==> src/rtl/ls_align_regs.svh <==
/*
  Constants for the load/store alignment and endian datapath.
  Assumes inclusion by bare name from the design files.
*/
`ifndef LS_ALIGN_REGS_SVH
`define LS_ALIGN_REGS_SVH
// -----------------------------------------------------------------
// Access size codes
// -----------------------------------------------------------------
`define SIZE_BYTE 3'h1
`define SIZE_HALF 3'h2
`define SIZE_WORD 3'h4
// -----------------------------------------------------------------
// Field widths and reset values
// -----------------------------------------------------------------
`define DATA_W 32
`define LANE_SHIFT_W 5
`define RESET_DATA 32'h0000_0000
`define RESET_ADDR 32'h0000_0000
`endif

==> src/rtl/ls_align_pkg.sv <==
/*
  Types for the load/store alignment and endian datapath.
  Assumes the constants header is on the include path.
*/
`include "ls_align_regs.svh"
package ls_align_pkg;
  // Byte-order model selected by the legacy and state bits.
  typedef enum logic [1:0]
  {
    little_endian_model = 2'b00,
    byte_invariant_big_endian = 2'b01,
    word_invariant_big_endian = 2'b10,
    endian_reserved = 2'b11
  } endian_e;

  // One access request from the pipeline.
  typedef struct packed
  {
    logic valid;
    logic isStore;
    logic multiWord;
    logic [2:0] size;
    logic [31:0] addr;
    logic [31:0] storeData;
  } ls_req_s;

  // One formatted access toward memory and back to the pipeline.
  typedef struct packed
  {
    logic valid;
    logic isStore;
    logic [31:0] addr;
    logic [3:0] byteEnable;
    logic [31:0] storeData;
    logic [31:0] loadData;
    logic sizeError;
    logic alignError;
  } ls_rsp_s;
endpackage

==> src/rtl/lane_shifter.sv <==
/*
  Zero-filling logical shifter used to steer bytes between lanes.
  Assumes a combinational context; the caller registers the result.
*/
`timescale 1ns/1ps
`include "ls_align_regs.svh"
module lane_shifter #(
  parameter int WIDTH = 32
) (
  input wire logic [WIDTH-1:0] dataIn,
  input wire logic [$clog2(WIDTH)-1:0] amount,
  input wire logic shiftLeft,
  output logic [WIDTH-1:0] dataOut
);
  // Refuse widths too narrow to carry a shift amount.
  if (WIDTH < 2)
  begin
    $error("The lane shifter needs at least two bits.");
  end

  // -----------------------------------------------------------------
  // Shift
  // -----------------------------------------------------------------
  // Vacated positions always take zeros in either direction.
  always_comb
  begin
    if (shiftLeft)
    begin
      dataOut = dataIn << amount;
    end
    else
    begin
      dataOut = dataIn >> amount;
    end
  end
endmodule

==> src/rtl/load_store_align_endian.sv <==
/*
  Load/store data formatter: size, alignment, byte order and zero extension.
  Assumes the pipeline holds its request for one cycle and that memory returns
  the full 32-bit word at the word address with loads, in the same cycle.
*/
`timescale 1ns/1ps
`include "ls_align_regs.svh"
module load_store_align_endian #(
  parameter int DATA_WIDTH = `DATA_W
) (
  input wire logic clk,
  input wire logic rst,
  input wire logic unalignedAccessEnable,
  input wire logic legacyBigEndian,
  input wire logic dataEndianState,
  input wire ls_align_pkg::ls_req_s req,
  input wire logic [31:0] memReadData,
  output ls_align_pkg::ls_rsp_s rsp,
  output ls_align_pkg::endian_e endianModel
);
  import ls_align_pkg::*;

  // Refuse widths that the fixed four byte lanes cannot serve.
  if (DATA_WIDTH != 32)
  begin
    $error("Only a 32-bit datapath is supported.");
  end

  // -----------------------------------------------------------------
  // Model and alignment
  // -----------------------------------------------------------------
  endian_e model;
  logic sizeOk;
  logic isHalf;
  logic isWord;
  logic [31:0] effAddr;
  logic [1:0] lane;
  logic misaligned;
  logic [3:0] bytesMask;
  logic [1:0] itemBytes;

  // Decode the byte-order model and the effective address.
  always_comb
  begin
    model = endian_e'({legacyBigEndian, dataEndianState});
    isHalf = (req.size == `SIZE_HALF);
    isWord = (req.size == `SIZE_WORD);
    sizeOk = (req.size == `SIZE_BYTE) || isHalf || isWord;
    // Misalignment is only flagged for multi-word transfers and the reserved model.
    misaligned = (isHalf && req.addr[0]) || (isWord && (req.addr[1:0] != 2'b00));
    effAddr = req.addr;
    if (!unalignedAccessEnable || req.multiWord)
    begin
      if (isHalf)
      begin
        effAddr[0] = 1'b0;
      end
      else if (isWord)
      begin
        effAddr[1:0] = 2'b00;
      end
    end
    // With unaligned access on and no multi-word transfer, the exact byte address stands.
    lane = effAddr[1:0];
    // Word-invariant big endian mirrors byte and halfword lanes inside the word.
    if (model == word_invariant_big_endian)
    begin
      if (isHalf)
      begin
        lane = {~effAddr[1], effAddr[0]};
      end
      else if (!isWord)
      begin
        lane = ~effAddr[1:0];
      end
    end
    itemBytes = isWord ? 2'd3 : (isHalf ? 2'd1 : 2'd0);
    case (itemBytes)
      2'd0: bytesMask = 4'b0001;
      2'd1: bytesMask = 4'b0011;
      default: bytesMask = 4'b1111;
    endcase
  end

  // -----------------------------------------------------------------
  // Lane steering
  // -----------------------------------------------------------------
  logic [31:0] storeItem;
  logic [31:0] loadItem;
  logic [31:0] storeShifted;
  logic [31:0] loadShifted;
  logic [31:0] memRotated;
  logic [31:0] storeWrap;
  logic [4:0] shiftAmt;
  logic [7:0] beWide;

  // Reverse bytes within the item for byte-invariant big endian.
  function automatic logic [31:0] swapItem(input logic [31:0] d, input logic half, input logic word);
    logic [31:0] r;
    r = d;
    if (word)
    begin
      r = {d[7:0], d[15:8], d[23:16], d[31:24]};
    end
    else if (half)
    begin
      r = {16'h0000, d[7:0], d[15:8]};
    end
    return r;
  endfunction

  // Prepare store data and the shift amount for the chosen lane.
  always_comb
  begin
    shiftAmt = {lane, 3'b000};
    storeItem = req.storeData & {{8{bytesMask[3]}}, {8{bytesMask[2]}}, {8{bytesMask[1]}}, 8'hff};
    if (model == byte_invariant_big_endian)
    begin
      storeItem = swapItem(storeItem, isHalf, isWord);
    end
    // Unaligned words wrap within the word, as a rotated view of memory.
    memRotated = (memReadData >> shiftAmt) | (memReadData << (6'd32 - {1'b0, shiftAmt}));
    // Store bytes pushed past the top lane wrap back into the low lanes.
    storeWrap = (shiftAmt == 5'd0) ? `RESET_DATA : (storeItem >> (6'd32 - {1'b0, shiftAmt}));
    beWide = {4'b0000, bytesMask} << lane;
  end

  lane_shifter #(
    .WIDTH(32)
  ) storeShift (
    .dataIn(storeItem),
    .amount(shiftAmt),
    .shiftLeft(1'b1),
    .dataOut(storeShifted)
  );

  lane_shifter #(
    .WIDTH(32)
  ) loadShift (
    .dataIn(memReadData),
    .amount(shiftAmt),
    .shiftLeft(1'b0),
    .dataOut(loadShifted)
  );

  // Extract the loaded item and zero-extend it.
  always_comb
  begin
    // Halfwords and words off lane 0 read a rotated word, matching the wrapped enables.
    loadItem = ((isWord || isHalf) && lane != 2'b00) ? memRotated : loadShifted;
    if (isHalf)
    begin
      loadItem = {16'h0000, loadItem[15:0]};
    end
    else if (!isWord)
    begin
      loadItem = {24'h00_0000, loadItem[7:0]};
    end
    if (model == byte_invariant_big_endian)
    begin
      loadItem = swapItem(loadItem, isHalf, isWord);
    end
  end

  // -----------------------------------------------------------------
  // Output register
  // -----------------------------------------------------------------
  ls_rsp_s rsp_d;
  ls_rsp_s rsp_q;
  endian_e model_q;

  // Assemble the next response; bad sizes move no data.
  always_comb
  begin
    rsp_d.valid = req.valid;
    rsp_d.isStore = req.isStore;
    rsp_d.addr = {effAddr[31:2], 2'b00};
    rsp_d.byteEnable = (req.valid && sizeOk) ? (beWide[3:0] | beWide[7:4]) : 4'h0;
    rsp_d.storeData = `RESET_DATA;
    if (req.valid && sizeOk && req.isStore)
    begin
      rsp_d.storeData = storeShifted | storeWrap;
    end
    rsp_d.loadData = (req.valid && sizeOk && !req.isStore) ? loadItem : `RESET_DATA;
    rsp_d.sizeError = req.valid && !sizeOk;
    rsp_d.alignError = req.valid && misaligned && (req.multiWord || model == endian_reserved);
  end

  // Register the response and the model.
  always_ff @(posedge clk)
  begin
    if (rst)
    begin
      rsp_q <= '0;
      model_q <= little_endian_model;
    end
    else
    begin
      rsp_q <= rsp_d;
      model_q <= model;
    end
  end

  // Both outputs come straight from flip-flops.
  assign rsp = rsp_q;
  assign endianModel = model_q;
endmodule

==> config.mk <==
export PLATFORM = sky130hd
export DESIGN_NAME = load_store_align_endian
export DESIGN_NICKNAME = d
export VERILOG_FILES = /design/src/rtl/ls_align_pkg.sv /design/src/rtl/lane_shifter.sv /design/src/rtl/load_store_align_endian.sv
export VERILOG_INCLUDE_DIRS = /design/src /design/src/rtl
export SDC_FILE = /design/constraint.sdc
export NUM_CORES = 1
export LEC_CHECK = 0
export BUFFER_PORTS_ARGS = -buffer_cell sky130_fd_sc_hd__buf_4
export CORE_UTILIZATION = 45
export DETAILED_ROUTE_END_ITERATION = 8
export PLACE_DENSITY_LB_ADDON = 0.15
export SETUP_SLACK_MARGIN = 0.02
export SYNTH_ARGS = -nofsm -noshare
export SYNTH_HDL_FRONTEND = slang
export SYNTH_SLANG_ARGS = --single-unit
export TNS_END_PERCENT = 1
==> constraint.sdc <==
create_clock -name clk -period 1.88 [get_ports clk]
set_input_delay 0.188 -clock clk [delete_from_list [all_inputs] [get_ports clk]]
set_output_delay 0.188 -clock clk [all_outputs]
set_load 0.01 [all_outputs]
==> flow_metrics.tcl <==
set metrics [dict create \
    totalWireLength_mm 19.27 \
    io_pins 213 \
    p_leak_nw 3.602 \
    drv_cap 0 \
    syn_to_final_growth_pct 45.97 \
    die-area_sq_um 12830 \
    status "finished, final reports clean" \
    period_share_pct 96.42 \
    path_buf_inv 5 \
    synthCells 717 \
    path_class "input port to flop" \
    antenna_found_initial 0 \
    route.detailed.drc 0 \
    core_sq_um 12060 \
    diodes 0 \
    synth_seq_area_share_pct 37.37 \
    final_area_sq_um 8133 \
    critPathCaptureType "flop" \
    ir_worst_vdd_v 0.0004106 \
    grt_use_total_pct 29.95 \
    overflow 0 \
    avgSynthCellArea_sq_um 7.771 \
    grt_pass1_vias 6308 \
    yosysTopAreaCell "dfxtp_1" \
    hold_end "rsp[75]" \
    drv_slew 0 \
    cts_setup_buffers 0 \
    grt_max_degree 52 \
    hold_viol 0 \
    fillers 986 \
    dr_total_vias 6454 \
    synthArstFlopShare_pct 0 \
    rsz0062_at_grt "true" \
    hpwlAfterDp_mm 14.15 \
    arrival_ns 2.03 \
    relSlewSlack_pct 64.41 \
    final_cell_mix "286 x buf_4, 126 x nand2_1, 104 x dfxtp_1, 84 x nor2_1, 36 x nor2b_1" \
    final_nets 1063 \
    post_cts_resized 0 \
    syn_area_sq_um 5572 \
    netlist.area_leader.share_pct 37.37 \
    start_kind "input port" \
    die_w_microns 113.3 \
    drive_gt1_share_pct 34.44 \
    finalSetupTns_ns 0 \
    synthFlopType "dfxtp_1" \
    power.density_nw_per_um2 700.2 \
    yosysWarnings 0 \
    worst_pin_slew_ns 0.5319 \
    postCtsHoldBufs 0 \
    rows 40 \
    critPathTopFamily "buffers and inverters" \
    synth_edf_count 0 \
    cpMaxStageDelayCell "o21ai_4" \
    cp_common_cell "buf_4" \
    hp-class "input port to flop" \
    dpl_cell_area_sq_um 7806 \
    cts_tree "done" \
    whs_path_depth 2 \
    max_freq_mhz 551.7 \
    cts.sinks 104 \
    cts_max_path_buffers 2 \
    grt_pass1_wl_mm 30.30 \
    finalPower_w 0.005694 \
    final_common_cell "buf_4" \
    synth_cell_types 49 \
    drt_iter0_markers 591 \
    cts_root_buf "clkbuf_16" \
    path_cells "buf_4 -> and2b_2 -> buf_4 -> xnor2_1 -> buf_4 -> o21ai_4 -> buf_12 -> nand2_1 -> buf_4 -> o2111ai_1 -> o221ai_1" \
    wl_per_cell_microns 17.07 \
    layout_min_cycle_time_ns 1.813 \
    crit_start "legacyBigEndian" \
    io_buffers 210 \
    final_antenna_net_count 0 \
    synth_seq_cells 104 \
    h-tree-depth 3 \
    clk_pin_slew_ns 0.07 \
    first_pass_iters 8 \
    required_ns 2.09 \
    multiInputGateArea_sq_um 3274 \
    initial_core_util_pct 46.19 \
    hp-start "req[37]" \
    gp_congestion 0.9254 \
    synth.area.top_cells "dfxtp_1 37%, nand2_1 8.6%, nor2_1 5.7%" \
    cp_max_fo 16 \
    cts_made_buffers 9 \
    max_stage_delay_ns 0.28 \
    die_h_microns 113.3 \
    area.sequential_sq_um 2082 \
    setup_violations 0 \
    vias_per_cell 5.717 \
]
through the flow:
| step | cells | setup slack, ns | util [%] | hold slack [ns] |
|---|---|---|---|---|
| floorplan | 718 | -0.01527 | - | 0.2596 |
| global placement | 1113 | -0.2485 | 64.72 | 0.3968 |
| detailed placement | 1113 | -0.3004 | 64.72 | 0.4031 |
| CTS | 1129 | 0.06614 | 67.15 | 0.02971 |
| global route | 1129 | -0.01387 | 67.43 | 0.03236 |
| finish | 1129 | 0.06730 | 67.43 | 0.03801 |
logic make-up (layout without fill, tap and decap cells):
group	count (synthesis)	after routing	synth area share [%]
and+or+nand+nor	305	305	24.48
AOI/OAI and AO/OA	203	203	26.12
DFF	104	104	37.37
buffers and inverters	67	310	5.390
muxes	31	31	5.637
xor gates and xnor gates	6	6	0.9432
other	1	2	0.06731
report_power, final:
part           internal (W)  switching [W]
clock network      0.000981       0.000867
logic              0.000707       0.000860
registers           0.00226      0.0000177
total               0.00395        0.00174
flip-flops by register name, indices dropped and copies added (netlist names):
name and flops:
rsp 102, endianModel 2
worst max-delay path by stage:
| stage | end | slack [ns] | cells after the start |
|---|---|---|---|
| floorplan | rsp[5] | -0.02 | 10 |
| global placement | rsp[8] | -0.25 | 11 |
| detailed placement | rsp[2] | -0.30 | 9 |
| CTS | rsp[14] | 0.07 | 9 |
| global route | rsp[9] | -0.01 | 10 |
| finish | rsp[2] | 0.07 | 11 |
cells in the mapped netlist (all sizes together) (3+ instances only):
cell type and instances:
nand2 128, nor2 87, mux2 3, a311oi 14, mux2i 28, nor3 17, o2bb2ai 8, a21oi 32
clkbuf 31, nor2b 36, xnor2 4, o2111ai 6, a222oi 7, o22ai 21, o221ai 13, buf 35
a22oi 9, o21ai 32, nand2b 11, a32oi 6, o311a 8, a211oi 31, nand3 14, dfxtp 104
o211ai 9
layer usage:
layer  track usage, %  up-vias  routed length (microns)
li1                 -     3058                        -
met4            11.84        0                      465
met1            34.23     3016                     7594
met3            5.838       54                     1242
met2            54.68      326                     9970
met5                0        -                        0
layout make-up:
| class | count | share of cell area [%] |
|---|---|---|
| Timing Repair Buffer | 293 | 27.91 |
| Clock inverter | 5 | 0.4923 |
| Inverter | 1 | 0.04615 |
| Clock buffer | 11 | 3.108 |
| Multi-Input combinational cell | 547 | 40.26 |
| Sequential cell | 104 | 25.60 |
| Tap cell | 168 | 2.585 |
No activity file was read; power rests on OpenSTA's default activity.
